--- config.mk ---
export PLATFORM = sky130hd
export DESIGN_NAME = pmcs_clock_select
export DESIGN_NICKNAME = d
export VERILOG_FILES = /design/src/rtl/pmcs_pkg.sv /design/src/rtl/pmcs_clock_select.sv
export SDC_FILE = /design/constraint.sdc
export NUM_CORES = 1
export LEC_CHECK = 0
export ABC_AREA = 1
export BUFFER_PORTS_ARGS = -buffer_cell sky130_fd_sc_hd__buf_4
export CAP_MARGIN = 20
export CORE_MARGIN = 2
export CORE_UTILIZATION = 51
export DETAILED_ROUTE_END_ITERATION = 6
export PLACE_DENSITY = 0.79
export REMOVE_ABC_BUFFERS = 1
export SKIP_CTS_REPAIR_TIMING = 1
export SKIP_LAST_GASP = 1
export SLEW_MARGIN = 30
export SYNTH_ARGS = -nofsm -noshare
export SYNTH_HDL_FRONTEND = slang
export SYNTH_SLANG_ARGS = --single-unit
--- constraint.sdc ---
create_clock -name clock -period 2.3 [get_ports clock]
set_input_delay 0.23 -clock clock [delete_from_list [all_inputs] [get_ports clock]]
set_output_delay 0.23 -clock clock [all_outputs]
set_load 0.02 [all_outputs]
--- src/rtl/pmcs_pkg.sv ---
/*
  Constants and carrier types for the pixel and media clock select block.
  Assumes a single 20 MHz system clock and byte-wide registers, each on its
  own 32-bit word of an Avalon-MM slave; the byte address is four times the
  register index.
*/
// What this block does
// Flat-panel pixel source from two-bit field.
// Flat-panel pixel divide 1:1 to 4:1, bits 5-4.
// Software sets flicker enable for filtered TV.
// CRT/TV pixel divide 1:1 to 4:1, bits 5-4.
// CRT/TV pixel source from bits 1-0.
// Media-port clock divide 1:1 to 4:1.
// Media-port clock source from two-bit field.
// Memory clock source is the divided memory clock.
// Wait-state field steers host-to-memory handshake.
// Host-interface clock full or half, strap-selected.
// Software picks wait setting meeting period limits.
// Software never writes reserved wait code 11.
// Unused bits read zero, writes ignored.
package pmcs_pkg;

  // Register indices; the bus address is the index times four.
  localparam logic [7:0] IDX_STATUS   = 8'h0C;
  localparam logic [7:0] IDX_MEM_CLK  = 8'h10;
  localparam logic [7:0] IDX_FP_CLK   = 8'h14;
  localparam logic [7:0] IDX_CRT_CLK  = 8'h18;
  localparam logic [7:0] IDX_MP_CLK   = 8'h1C;
  localparam logic [7:0] IDX_WAIT_SEL = 8'h1E;

  // Field positions inside the byte registers.
  localparam int SRC_LSB     = 0;
  localparam int DIV_LSB     = 4;
  localparam int FLICKER_BIT = 7;
  localparam int MEM_DIV_BIT = 4;
  localparam int WAIT_LSB    = 0;
  localparam int STRAP_BIT   = 0;

  // Reset values of the writable registers.
  localparam logic [7:0] RST_MEM_CLK  = 8'h00;
  localparam logic [7:0] RST_PIX_CLK  = 8'h00;
  localparam logic [7:0] RST_WAIT_SEL = 8'h00;

  // Timing figures: system clock period and the host/memory margin.
  localparam int CLK_PERIOD_NS   = 50;
  localparam int WAIT_MARGIN_NS  = 4;

  // Source select codes shared by every pixel and media clock.
  localparam logic [1:0] SRC_PRIMARY = 2'h0;
  localparam logic [1:0] SRC_HOSTBUS = 2'h1;
  localparam logic [1:0] SRC_AUX     = 2'h2;
  localparam logic [1:0] SRC_MEMORY  = 2'h3;

  // Memory clock source codes.
  localparam logic [1:0] MSRC_PRIMARY = 2'h0;
  localparam logic [1:0] MSRC_HOSTBUS = 2'h1;
  localparam logic [1:0] MSRC_AUX3    = 2'h2;

  // One pixel or media clock configuration byte.
  typedef struct packed {
    logic       flicker_en;
    logic       unused6;
    logic [1:0] div;
    logic [1:0] unused3_2;
    logic [1:0] src;
  } pmcs_clk_cfg_s;

  // Bus handshake states, one-hot.
  typedef enum logic [1:0] {
    BUS_IDLE = 2'b01,
    BUS_ACK  = 2'b10
  } pmcs_bus_e;

endpackage : pmcs_pkg

--- src/rtl/pmcs_clock_select.sv ---
/*
  Pixel, media-port, memory and host-interface clock selection and division.
  Assumes the four clock pins are slow against the 20 MHz system clock, so
  each is sampled through two flip-flops and divided as a sampled level; the
  outputs are registered clock levels, not glitch-free silicon clock muxes.
*/
`timescale 1ns/1ns
module pmcs_clock_select
  import pmcs_pkg::*;
(
  input  wire logic        clock,                  // System clock, 20 MHz.
  input  wire logic        rst_b,                  // Synchronous reset, active low.
  input  wire logic        clk_en,                 // Freezes all state while low.
  input  wire logic        primary_clock_input,    // Clock pin, asynchronous.
  input  wire logic        host_bus_clock,         // Host bus clock pin.
  input  wire logic        second_aux_clock_input, // Second auxiliary clock pin.
  input  wire logic        third_aux_clock_input,  // Third auxiliary clock pin.
  input  wire logic        host_clock_halving_strap, // Strap caught at reset.
  input  wire logic [7:0]  address,                // Avalon byte address.
  input  wire logic        read,                   // Avalon read request.
  input  wire logic        write,                  // Avalon write request.
  input  wire logic [31:0] writedata,              // Avalon write data.
  input  wire logic [3:0]  byteenable,             // Avalon byte lanes.
  output logic      [31:0] readdata,               // Avalon read data.
  output logic             waitrequest,            // Avalon wait request.
  output logic             memory_clock,           // Divided memory clock level.
  output logic             flat_panel_pixel_clock, // Flat-panel pixel clock.
  output logic             crt_tv_pixel_clock,     // CRT/TV pixel clock.
  output logic             media_port_clock,       // Media-port clock.
  output logic             flicker_filter_clock,   // Gated flicker-filter clock.
  output logic             host_interface_clock,   // Host bus clock or half of it.
  output logic      [1:0]  host_memory_wait_states // Wait code to memory path.
);

  // Divider slots: 0 memory, 1 flat panel, 2 CRT/TV, 3 media port, 4 host.
  localparam int NDIV = 5;

  // Next count of a divide-by-(n+1) counter on a source rising edge.
  function automatic logic [1:0] div_count(input logic [1:0] cnt,
                                           input logic [1:0] n,
                                           input logic       rise);
    if (!rise) begin
      div_count = cnt;
    end else if (cnt >= n) begin
      div_count = 2'h0;
    end else begin
      div_count = cnt + 2'h1;
    end
  endfunction : div_count

  // Output level: follow the source at 1:1, else high for the first half of the count, rounded up.
  function automatic logic div_level(input logic [1:0] cnt,
                                     input logic [1:0] n,
                                     input logic       lvl);
    logic [2:0] half;
    half = 3'({1'b0, n} + 3'h2) >> 1;
    if (n == 2'h0) begin
      div_level = lvl;
    end else begin
      div_level = ({1'b0, cnt} < half);
    end
  endfunction : div_level

  // Pin synchronisers: stage 1 feeds only stage 2; edges use divider history.
  logic [3:0] sync1_q, sync2_q;
  logic [3:0] sync1_d, sync2_d;
  logic       strap_sync1_q, strap_sync2_q, strap_q;
  logic       strap_sync1_d, strap_sync2_d, strap_d;

  // Configuration registers and bus state.
  logic [7:0]    mem_cfg_q, mem_cfg_d;
  pmcs_clk_cfg_s fp_cfg_q, fp_cfg_d;
  pmcs_clk_cfg_s crt_cfg_q, crt_cfg_d;
  pmcs_clk_cfg_s mp_cfg_q, mp_cfg_d;
  logic [1:0]    wait_q, wait_d;
  pmcs_bus_e     bus_q, bus_d;
  logic [31:0]   rdata_q, rdata_d;

  // Divider state.
  logic [1:0]      cnt_q [NDIV];
  logic [1:0]      cnt_d [NDIV];
  logic [NDIV-1:0] out_q, out_d, prev_q, prev_d;
  logic [NDIV-1:0] src_lvl, src_rise;
  logic [1:0]      ratio [NDIV];

  logic       bus_req, wr_fire;
  logic [7:0] reg_idx;
  logic [7:0] rd_byte;

  assign bus_req = read | write;
  assign reg_idx = {2'h0, address[7:2]};
  assign wr_fire = write && (bus_q == BUS_ACK) && byteenable[0];

  // Pins are captured twice; the strap is caught while reset is held.
  always_comb begin
    sync1_d       = {third_aux_clock_input, second_aux_clock_input,
                     host_bus_clock, primary_clock_input};
    sync2_d       = sync1_q;
    strap_sync1_d = host_clock_halving_strap;
    strap_sync2_d = strap_sync1_q;
    strap_d       = rst_b ? strap_q : strap_sync2_q;
  end

  always_ff @(posedge clock) begin
    if (clk_en) begin
      sync1_q       <= sync1_d;
      sync2_q       <= sync2_d;
      strap_sync1_q <= strap_sync1_d;
      strap_sync2_q <= strap_sync2_d;
      strap_q       <= strap_d;
    end
  end

  // Source levels per slot; a pixel or media source code of 11 takes the divided memory clock.
  function automatic logic pick(input logic [1:0] sel, input logic [3:0] pins,
                                input logic mem);
    case (sel)
      SRC_PRIMARY: pick = pins[0];
      SRC_HOSTBUS: pick = pins[1];
      SRC_AUX:     pick = pins[2];
      default:     pick = mem;
    endcase
  endfunction : pick

  always_comb begin
    case (mem_cfg_q[1:0])
      MSRC_PRIMARY: src_lvl[0] = sync2_q[0];
      MSRC_HOSTBUS: src_lvl[0] = sync2_q[1];
      MSRC_AUX3:    src_lvl[0] = sync2_q[3];
      default:      src_lvl[0] = 1'b0; // Reserved code stops the memory clock.
    endcase
    src_lvl[1] = pick(fp_cfg_q.src, sync2_q, out_q[0]);
    src_lvl[2] = pick(crt_cfg_q.src, sync2_q, out_q[0]);
    src_lvl[3] = pick(mp_cfg_q.src, sync2_q, out_q[0]);
    src_lvl[4] = sync2_q[1];
    ratio[0]   = {1'b0, mem_cfg_q[MEM_DIV_BIT]};
    ratio[1]   = fp_cfg_q.div;
    ratio[2]   = crt_cfg_q.div;
    ratio[3]   = mp_cfg_q.div;
    ratio[4]   = {1'b0, strap_q};
  end

  // Edges are taken from stage 2 of the pins, never from stage 1.
  always_comb begin
    for (int i = 0; i < NDIV; i++) begin
      src_rise[i] = src_lvl[i] & ~prev_q[i];
      cnt_d[i]    = div_count(cnt_q[i], ratio[i], src_rise[i]);
      out_d[i]    = div_level(cnt_d[i], ratio[i], src_lvl[i]);
    end
    prev_d = src_lvl;
  end

  always_ff @(posedge clock) begin
    if (!rst_b) begin
      for (int i = 0; i < NDIV; i++) begin
        cnt_q[i] <= 2'h0;
      end
      out_q  <= '0;
      prev_q <= '0;
    end else if (clk_en) begin
      cnt_q  <= cnt_d;
      out_q  <= out_d;
      prev_q <= prev_d;
    end
  end

  assign memory_clock            = out_q[0];
  assign flat_panel_pixel_clock  = out_q[1];
  assign crt_tv_pixel_clock      = out_q[2];
  assign media_port_clock        = out_q[3];
  assign host_interface_clock    = out_q[4];
  // Software owns the enable; the gate only passes the CRT/TV clock.
  assign flicker_filter_clock    = out_q[2] & crt_cfg_q.flicker_en;
  // Code 11 is passed as written; software is trusted to avoid it.
  assign host_memory_wait_states = wait_q;

  // Read mux; only defined fields reach the bus, the rest reads zero.
  always_comb begin
    case (reg_idx)
      IDX_STATUS:   rd_byte = {7'h00, strap_q};
      IDX_MEM_CLK:  rd_byte = mem_cfg_q & 8'h13;
      IDX_FP_CLK:   rd_byte = 8'(fp_cfg_q) & 8'h33;
      IDX_CRT_CLK:  rd_byte = 8'(crt_cfg_q) & 8'hB3;
      IDX_MP_CLK:   rd_byte = 8'(mp_cfg_q) & 8'h33;
      IDX_WAIT_SEL: rd_byte = {6'h00, wait_q};
      default:      rd_byte = 8'h00;
    endcase
  end

  // Every request waits one cycle, so read data is a flop, not a mux path.
  always_comb begin
    bus_d     = bus_q;
    rdata_d   = rdata_q;
    mem_cfg_d = mem_cfg_q;
    fp_cfg_d  = fp_cfg_q;
    crt_cfg_d = crt_cfg_q;
    mp_cfg_d  = mp_cfg_q;
    wait_d    = wait_q;
    case (bus_q)
      BUS_IDLE: begin
        if (bus_req) begin
          bus_d   = BUS_ACK;
          rdata_d = {24'h000000, rd_byte};
        end
      end
      BUS_ACK: begin
        bus_d = BUS_IDLE;
      end
      default: begin
        bus_d = BUS_IDLE;
      end
    endcase
    if (wr_fire) begin
      case (reg_idx)
        IDX_MEM_CLK:  mem_cfg_d = writedata[7:0] & 8'h13;
        IDX_FP_CLK:   fp_cfg_d  = pmcs_clk_cfg_s'(writedata[7:0] & 8'h33);
        IDX_CRT_CLK:  crt_cfg_d = pmcs_clk_cfg_s'(writedata[7:0] & 8'hB3);
        IDX_MP_CLK:   mp_cfg_d  = pmcs_clk_cfg_s'(writedata[7:0] & 8'h33);
        IDX_WAIT_SEL: wait_d    = writedata[WAIT_LSB +: 2];
        default: begin
        end
      endcase
    end
  end

  always_ff @(posedge clock) begin
    if (!rst_b) begin
      bus_q     <= BUS_IDLE;
      rdata_q   <= 32'h00000000;
      mem_cfg_q <= RST_MEM_CLK;
      fp_cfg_q  <= pmcs_clk_cfg_s'(RST_PIX_CLK);
      crt_cfg_q <= pmcs_clk_cfg_s'(RST_PIX_CLK);
      mp_cfg_q  <= pmcs_clk_cfg_s'(RST_PIX_CLK);
      wait_q    <= RST_WAIT_SEL[1:0];
    end else if (clk_en) begin
      bus_q     <= bus_d;
      rdata_q   <= rdata_d;
      mem_cfg_q <= mem_cfg_d;
      fp_cfg_q  <= fp_cfg_d;
      crt_cfg_q <= crt_cfg_d;
      mp_cfg_q  <= mp_cfg_d;
      wait_q    <= wait_d;
    end
  end

  assign readdata    = rdata_q;
  assign waitrequest = bus_req & (bus_q != BUS_ACK);
endmodule : pmcs_clock_select

# Word-level counts from Yosys, hierarchy flattened
# Cells that the tools add are included.
classes:
  add_sub_neg: 10
  magnitude_cmp: 10
  eq_ne: 18
  muxes: 22
  bitwise: 14
  n_reduce_logical: 19
op_table:
  columns: ["cell", "n"]
  rows:
  - ["8-bit one-hot mux with 6 select lines", 1]
  - ["6-bit by 5-bit == test with 1-bit output, second input constant", 5]
  - ["2-bit two-way mux", 12]
  - ["2-bit zero test", 9]
  - ["3-bit AND reduction", 6]
  - ["1-bit one-hot mux with 3 select lines", 4]
  - ["2-bit by 1-bit adder with 2-bit output, second input constant", 5]
  - ["2-bit by 1-bit == test with 1-bit output, second input constant", 5]
  - ["2-bit == test, second input constant", 5]
  - ["2-bit less-than comparator", 5]
  - ["2-bit by 2-bit adder with 3-bit output, second input constant", 3]
  - ["1-bit bitwise AND", 7]
  - ["1-bit by 2-bit adder with 3-bit output, second input constant", 2]
  - ["6-bit by 4-bit == test with 1-bit output, second input constant", 1]
  - ["2-bit >= comparator", 3]
  - ["1-bit NOT", 6]
  - ["1-bit two-way mux", 5]
  - ["2-bit by 1-bit >= comparator with 1-bit output", 2]
  - ["2-bit inequality test, second input constant", 2]
  - ["2-bit AND reduction", 2]
  - ["1-bit logical AND", 2]
  - ["1-bit OR", 1]
totals:
  ff_bits: 59
  inputBits: 54
  out_inout_bits: 41
  wordCells: 116

# Logic depth before layout (Yosys ltp)
# Gate-level depths: netlist (run 1).
logic_depth:
  ltp_word: 6
  depth_mapped: 15
  depth_no_buf: 15

# Worst setup path after synthesis (run 1)
# No wires, ideal clock.
synth_path:
  path_kind: "register -> register"
  from: "reg cnt_q[6] (netlist bit)"
  to: "reg out_q[1]"
  setup_ns: 0.071
  arrival_time_ns: 1.655
  t_required_ns: 2.229
  path_slack_ns: 0.574
  stages_incl_launch_ff: 16
  cell_sequence: "dfxtp_1 inv_1 ha_1 inv_1 nand2_1 nand2_1 nand2_1 nor2_1 inv_1 nand2_1 a22oi_1 inv_1 ha_1 nor3_1 nand2_1 a21oi_1"
synth_rtl:
  columns: ["item", "line", "source"]
  rows:
  - ["start: declaration", "pmcs_clock_select.sv:80", "logic [1:0] cnt_q [NDIV];"]
  - ["start signal: assignment", "pmcs_clock_select.sv:161", "cnt_q <= cnt_d;"]
  - ["end signal: assignment", "pmcs_clock_select.sv:162", "out_q <= out_d;"]
  - ["end: declaration", "pmcs_clock_select.sv:82", "logic [NDIV-1:0] out_q, out_d, prev_q, prev_d;"]

==> results by group, run 1 <==
Status
  • Status: finished clean

Timing
  • Minimum clock period: 1.96 ns
  • TNS Setup: 0 ns
  • Clock skew: between 0.01 and 0.015 ns
  • Fin crit share: 0.851
  • Fmax: slightly above 0.5 GHz
  • Worst-Margin Slew: approximately 0.64 ns
  • Hold Fails Final Rpt: 0
  • Rel. slew slack: 0.570
  • Final Setup Violations: 0
  • RSZ-0062 raised after global routing: false
  • Pins Over Slew Limit: 0
  • Final worst slack: ~0.34 ns

Drt
  • Initial drt markers: 171
  • Vias per cell: 5.13
  • Antenna Nets Post-Route: 0
  • DR vias: between 2,000 and 3,000
  • Iteration count of the initial detailed-routing pass: 4
  • Residual DRC: 0
  • Routed WL per cell: between 10 and 15 um
  • Post-Route WL: 6420 um

Die
  • Site Rows: 28
  • Die Height: 81.9 um
  • Core area: roughly 5900 um2
  • Die area: between 6000 and 7000 um2
  • Starting density of the core: 0.525
  • Io pins: 95
  • Die Width: about 82 um

Clocking
  • Num CTS Buffers: 5
  • Sink Count: 56
  • H-tree levels: 2
  • CTS tree: done
  • Root Buffer Master: clkbuf_8
  • Worst skew pair latency: roughly 0.32 ns
  • Reg clk slew, reported paths: 0.11 ns
  • CTS max path bufs: 2

Setup path
  • CP startpoint kind: flip-flop
  • CP max stage delay: ~0.39 ns
  • Crit Path Class: reg -> reg
  • R2R Path Start: cnt_q[6]$_SDFFE_PN0P_
  • Worst-path cell chain: inv_1 -> ha_1 -> inv_1 -> nand2_1 -> nand2_1 -> nand2_1 -> nor2_1 -> inv_1 -> nand2_1 -> a22oi_1 -> inv_1 -> ha_1 -> nor3_1 -> nand2_1 -> a21oi_1
  • Worst Path Required: 2.54 ns
  • RR Endpoint: out_q[1]$_SDFFE_PN0P_
  • Origin of the worst setup path: cnt_q[6]$_SDFFE_PN0P_
  • Cell mode on critical path: nand2_1
  • Worst R2R Path Depth: 15
  • Slowest cell on crit path: dfxtp_1
  • Arr. time, crit path: around 2.2 ns
  • Worst setup EP type: flip-flop
  • Critical path fanouts, max: 4
  • Setup crit end: out_q[1]$_SDFFE_PN0P_
  • R2r setup slk: between 0.3 and 0.4 ns

Logic synthesis
  • Syn Inst Count: 414
  • Ys Warns: 0
  • Post-synthesis sequential area ratio: 0.398
  • Largest area contributor in the netlist: dfxtp_1
  • Netlist Area Pre-Place: just over 3000 um2
  • Yosys reg bits: 56
  • Synth cell count leaders: nand2_1, inv_1, dfxtp_1, nor2_1, a21oi_1
  • Top_reg_cell synth: dfxtp_1
  • Area contributors post-synth: dfxtp_1, edfxtp_1, nand2_1
  • Asr flop ratio synth: 0
  • Most common cell in the netlist: nand2_1
  • Avg Synthesized Cell Area: ~7.5 um2
  • Synth cell types: 33
  • Area share of the largest cell type after synthesis: 0.291
  • Number of synthesized flops with an enable pin: 11

Cells and area
  • Layout cells sized above 1: 0.143
  • Fillers: around 550
  • Multi-input gate area: between 1000 and 1500 um2
  • Register area: ~1200 um2
  • Layout area overhead: 10.8%
  • Antenna diodes: 0
  • Layout Cells excl Fill: around 520
  • Nets@finish: ~510

Placement
  • Port Buffers: 35
  • Dpl cells: ~520
  • RePlAce Congestion: about 0.9
  • Pre-CTS WS: about 0.37 ns
  • Post-detail-place hpwl: between 4000 and 5000 um

Global route
  • First-pass GRT wire length: between 10,000 and 15,000 um
  • Vias in the first global route: roughly 2,600
  • Largest net degree at the start of global routing: 36
  • Total gr overflow: 0
  • Initial antenna violation count: 0
  • Gr usage total: 0.215

Job
  • Max-cap violations: 0

Min path
  • Worst min-delay path category: in -> reg
  • Hold depth: 1
  • HP Start: third_aux_clock_input

Power and ir drop
  • Worst VDD drop: ~0.44 mV
  • PD cells: ~590 nW/um2
  • LEAKAGE: between 1.5 and 2 nW
==> kinds of logic after synthesis <==
kind of cell | synth area share
DFF | 0.398
and+or+nand+nor | 0.264
adders and majority gates | 0.0445
buffers and inverters | 0.149
AOI/OAI and AO/OA | 0.143
other | 0.00121
==> state kept, by name (all words and copies together), names as in the netlist, 3 cells and up <==
signal	flops
cnt_q	10
crt_cfg_q	5
fp_cfg_q	4
mem_cfg_q	3
mp_cfg_q	4
out_q	5
prev_q	5
readdata	5
sync1_q	4
sync2_q	4
==> power breakdown <==
group	total [mW]	internal (mW)	leakage (nW)	switching (mW)
clock network	0.661	0.328	0.0548	0.333
logic	0.273	0.0891	1.02	0.184
registers	1.07	1.04	0.474	0.0294
==> critical path: cells and delay by family, from the launching register on <==
kind / cells / cell delay [ns]
AOI/OAI and AO/OA: 2 / 0.32
adders and majority gates: 2 / 0.45
buffers and inverters: 4 / 0.23
DFF: 1 / 0.39
and+or+nand+nor: 7 / 0.47
==> per-stage QoR <==
stage / area, um2 / util / power (mW) / hold WS [ns]
2_1_floorplan: 2950 / - / 1.27 / 0.299
3_3_place_gp: 3310 / 0.562 / 1.36 / 0.401
3_5_place_dp: 3310 / 0.562 / 1.37 / 0.406
4_1_cts: 3420 / 0.582 / 2.02 / 0.0721
5_1_grt: 3420 / 0.582 / 2.11 / 0.0628
6_report: 3420 / 0.582 / 2.01 / 0.0831
==> per-layer routing <==
layer  global-route usage  vias up  wire [um]
met5                    0        -          0
met4               0.0800        0         97
met3               0.0429       11        338
met2                0.389       77       3310
met1                0.249     1217       2670
li1                     -     1376          -
==> layout make-up <==
| class | instances | area share |
|---|---|---|
| Clock buffer | 5 | 0.0201 |
| Clock inverter | 3 | 0.0135 |
| Inverter | 58 | 0.0636 |
| Multi-Input combinational cell | 290 | 0.437 |
| Sequential cell | 56 | 0.360 |
| Tap cell | 75 | 0.0274 |
| Timing Repair Buffer | 36 | 0.0789 |
==> how the worst min path moves through the flow <==
stage	endpoint	slack (ns)
after floorplan	bus_q[0]$_SDFFE_PN1P_	0.30
after global placement	strap_sync2_q$_DFFE_PP_	0.40
after detailed placement	sync2_q[3]$_DFFE_PP_	0.41
after CTS	sync1_q[1]$_DFFE_PP_	0.07
after global routing	strap_sync1_q$_DFFE_PP_	0.06
final	sync1_q[3]$_DFFE_PP_	0.08
==> placed cells by master, fill, tap and decap left out, types with 5 or more instances in the layout <==
master	instances
clkbuf_8	5
conb_1	27
edfxtp_1	11
o21ai_0	27
nor3_1	12
a21oi_1	34
buf_4	36
dfxtp_1	45
nand4_1	8
ha_1	11
nand2_1	77
inv_1	52
nor2_4	6
nand3_1	22
nor2_1	35
Power figures use the tool's default switching activity.
==> run 2: changes to the inputs <==
CAP_MARGIN = 5   (was 20)
PLACE_DENSITY = unset   (was 0.79)
PLACE_DENSITY_LB_ADDON = 0.15   (was unset)
==> run 2 against run 1 <==
Die area did not move. Clock skew decreased by 0.0012 ns. Count of clock-buffer cells in the layout unchanged. Hold slack improved by 0.0090 ns. Largest power group unchanged.
==> results by group, run 2 (synthesis results as in run 1) <==
Die
  • Die Width: 81.9 um (unchanged)
  • Core area: 5890 um2 (unchanged)
  • Io pins: 95 (unchanged)
  • Site Rows: 28 (unchanged)
  • Starting density of the core: 0.525 (unchanged)
  • Die Height: 81.9 um (unchanged)
  • Die area: 6700 um2 (unchanged)

Power and ir drop
  • Sw Share: 0.283 (+0.0103)
  • Register share of total power: 0.569 (+0.035)
  • Net switching power: 531 uW (-2.8%)
  • Worst VDD drop: 0.388 mV (-13%)
  • Int Pwr: 1.35 mW (-7.7%)
  • Proportion of power drawn by the clock network: 0.283 (-0.046)
  • Comb pwr share: 0.147 (+0.011)
  • PD cells: 551 nW/um2 (-6.0%)
  • LEAKAGE: 1.55 nW (about the same)

Clocking
  • CTS max path bufs: 2 (unchanged)
  • Worst skew pair latency: 0.31 ns (about the same)
  • CTS tree: done
  • H-tree levels: 2 (unchanged)
  • Reg clk slew, reported paths: 0.10 ns (about the same)
  • Root Buffer Master: clkbuf_8
  • Sink Count: 56 (unchanged)
  • Num CTS Buffers: 5 (unchanged)

Drt
  • Iteration count of the initial detailed-routing pass: 4 (unchanged)
  • Initial drt markers: 143 (-16%)
  • Post-Route WL: 6380 um (-0.59%)
  • Residual DRC: 0 (unchanged)
  • Routed WL per cell: 12.2 um (-0.97%)
  • DR vias: 2,660 (-0.78%)
  • Vias per cell: 5.07 (-1.2%)
  • Antenna Nets Post-Route: 0 (unchanged)

Setup path
  • Cell mode on critical path: nand2_1
  • Arr. time, crit path: 2.17 ns (-0.02 ns)
  • Worst setup EP type: flip-flop
  • Worst Path Required: 2.55 ns (about the same)
  • Critical path depth: 13 (-2)
  • CP startpoint kind: flip-flop
  • Crit Path Class: reg -> reg
  • RR Endpoint: out_q[3]$_SDFFE_PN0P_
  • CP Buf/Inv Count: 3 (-1)
  • Worst R2R Path Depth: 13 (-2)
  • R2r setup slk: 0.38 ns (+0.03 ns)
  • Slowest cell on crit path: dfxtp_1
  • Worst-path cell chain: inv_1 -> ha_1 -> nand2_1 -> nand2_1 -> nor2_1 -> inv_1 -> nand2_1 -> a22oi_1 -> inv_1 -> ha_1 -> nor3_1 -> nand2_1 -> a21oi_1
  • Critical path fanouts, max: 5 (+1)
  • CP max stage delay: 0.41 ns (+0.02 ns)
  • R2R Path Start: mp_cfg_q[5]$_SDFFE_PN0P_
  • Top delay family on crit path: simple AND/OR/NAND/NOR gates

Timing
  • Pins Over Slew Limit: 0 (unchanged)
  • RSZ-0062 raised after global routing: false
  • Hold Fails Final Rpt: 0 (unchanged)
  • Fin crit share: 0.837 (-0.0149)
  • Clock skew: 0.00885 ns (-0.00121 ns)
  • Fmax: 0.520 GHz (+1.8%)
  • TNS Setup: 0 ns (unchanged)
  • Minimum clock period: 1.92 ns (-0.0342 ns)
  • Final Setup Violations: 0 (unchanged)

Placement
  • Port Buffers: 35 (unchanged)
  • RePlAce Congestion: 0.823 (-8.5%)
  • Post-detail-place hpwl: 4800 um (+1.9%)
  • Placed inst area: 3320 um2 (+0.45%)
  • Dpl cells: 517 (+0.39%)

Cells and area
  • Final Cell Area: 3410 um2 (-0.40%)
  • Largest Register: cnt_q
  • Most common cell after layout, fill and taps aside: nand2_1
  • Max reg flops: 10 (unchanged)
  • Fillers: 572 (+4.6%)
  • Antenna diodes: 0 (unchanged)
  • Most frequent cells in the layout: nand2_1, inv_1, dfxtp_1, buf_4, nor2_1
  • Layout Cells excl Fill: 525 (+0.38%)
  • Layout cells sized above 1: 0.144 (+0.00159)
  • Layout area overhead: 10.3%
  • Nets@finish: 514 (+0.39%)

Global route
  • Initial antenna violation count: 0 (unchanged)
  • Largest net degree at the start of global routing: 29 (-19%)
  • Total gr overflow: 0 (unchanged)
  • Vias in the first global route: 2,443 (-5.3%)
  • First-pass GRT wire length: 10,800 um (-3.7%)
  • Gr usage total: 0.206 (-0.00874)

Status
  • Status: finished clean

Min path
  • Hold depth: 1 (unchanged)
  • Worst min-delay path category: in -> reg
  • WHS Endpoint: sync1_q[0]$_DFFE_PP_
  • HP Start: primary_clock_input

Job
  • Max-cap violations: 0 (unchanged)
## run 2: changes by cell type in the layout (fill, tap and decap cells not counted)
cell	previous run	this run
buf_4	36	38
bufinv_16	1	0
clkinv_1	2	3
clkinv_2	0	1
clkinvlp_4	1	0
## run 2: worst max path at each step
stage	startpoint	end	slack (ns)
6_report	mp_cfg_q[5]$_SDFFE_PN0P_	out_q[3]$_SDFFE_PN0P_	0.38
5_1_grt	mp_cfg_q[5]$_SDFFE_PN0P_	out_q[3]$_SDFFE_PN0P_	0.12
4_1_cts	mp_cfg_q[5]$_SDFFE_PN0P_	out_q[3]$_SDFFE_PN0P_	0.37
3_5_place_dp	mp_cfg_q[5]$_SDFFE_PN0P_	out_q[3]$_SDFFE_PN0P_	0.39
3_3_place_gp	mp_cfg_q[5]$_SDFFE_PN0P_	out_q[3]$_SDFFE_PN0P_	0.45
2_1_floorplan	cnt_q[6]$_SDFFE_PN0P_	out_q[1]$_SDFFE_PN0P_	0.57
## run 2: area by class of cell
type                            count  area, um2  share of cell area
Tap cell                           75       93.8              0.0275
Clock inverter                      3       17.5             0.00514
Sequential cell                    56       1230               0.361
Inverter                           58        218              0.0638
Multi-Input combinational cell    290       1500               0.439
Timing Repair Buffer               38        285              0.0836
Clock buffer                        5       68.8              0.0202
## run 2: power groups by stage
| stage | sequential (mW) | combinational (mW) | clock (mW) |
|---|---|---|---|
| after floorplan | 1.09 | 0.172 | 0 |
| after global placement | 1.09 | 0.271 | 0 |
| after detailed placement | 1.09 | 0.278 | 0 |
| after CTS | 1.07 | 0.279 | 0.545 |
| after global routing | 1.08 | 0.317 | 0.587 |
| final | 1.07 | 0.277 | 0.533 |
## run 2: worst register-to-register path: cells and delay by family, from the launching register on
family	cells	cell delay [ns]
buf+inv	3	0.22
fa+ha+maj	2	0.46
flops	1	0.41
compound gates	2	0.31
simple gates	6	0.47
## run 2: per-layer routing
metal / share of wire / routed length, um / global-route usage
met1: 0.47 / 2980 / 0.260
met2: 0.47 / 3000 / 0.364
met3: 0.055 / 351 / 0.0385
met4: 0.0080 / 51 / 0.0450
met5: 0 / 0 / 0
## run 2: per-stage QoR
step                      total power, mW  setup slack, ns  hold slack, ns   util
final                                1.88            0.376          0.0921  0.580
after global routing                 1.98            0.120          0.0711  0.580
after floorplan                      1.27            0.566           0.299      -
after CTS                            1.89            0.366          0.0873  0.580
after global placement               1.36            0.448           0.400  0.565
after detailed placement             1.37            0.391           0.405  0.565
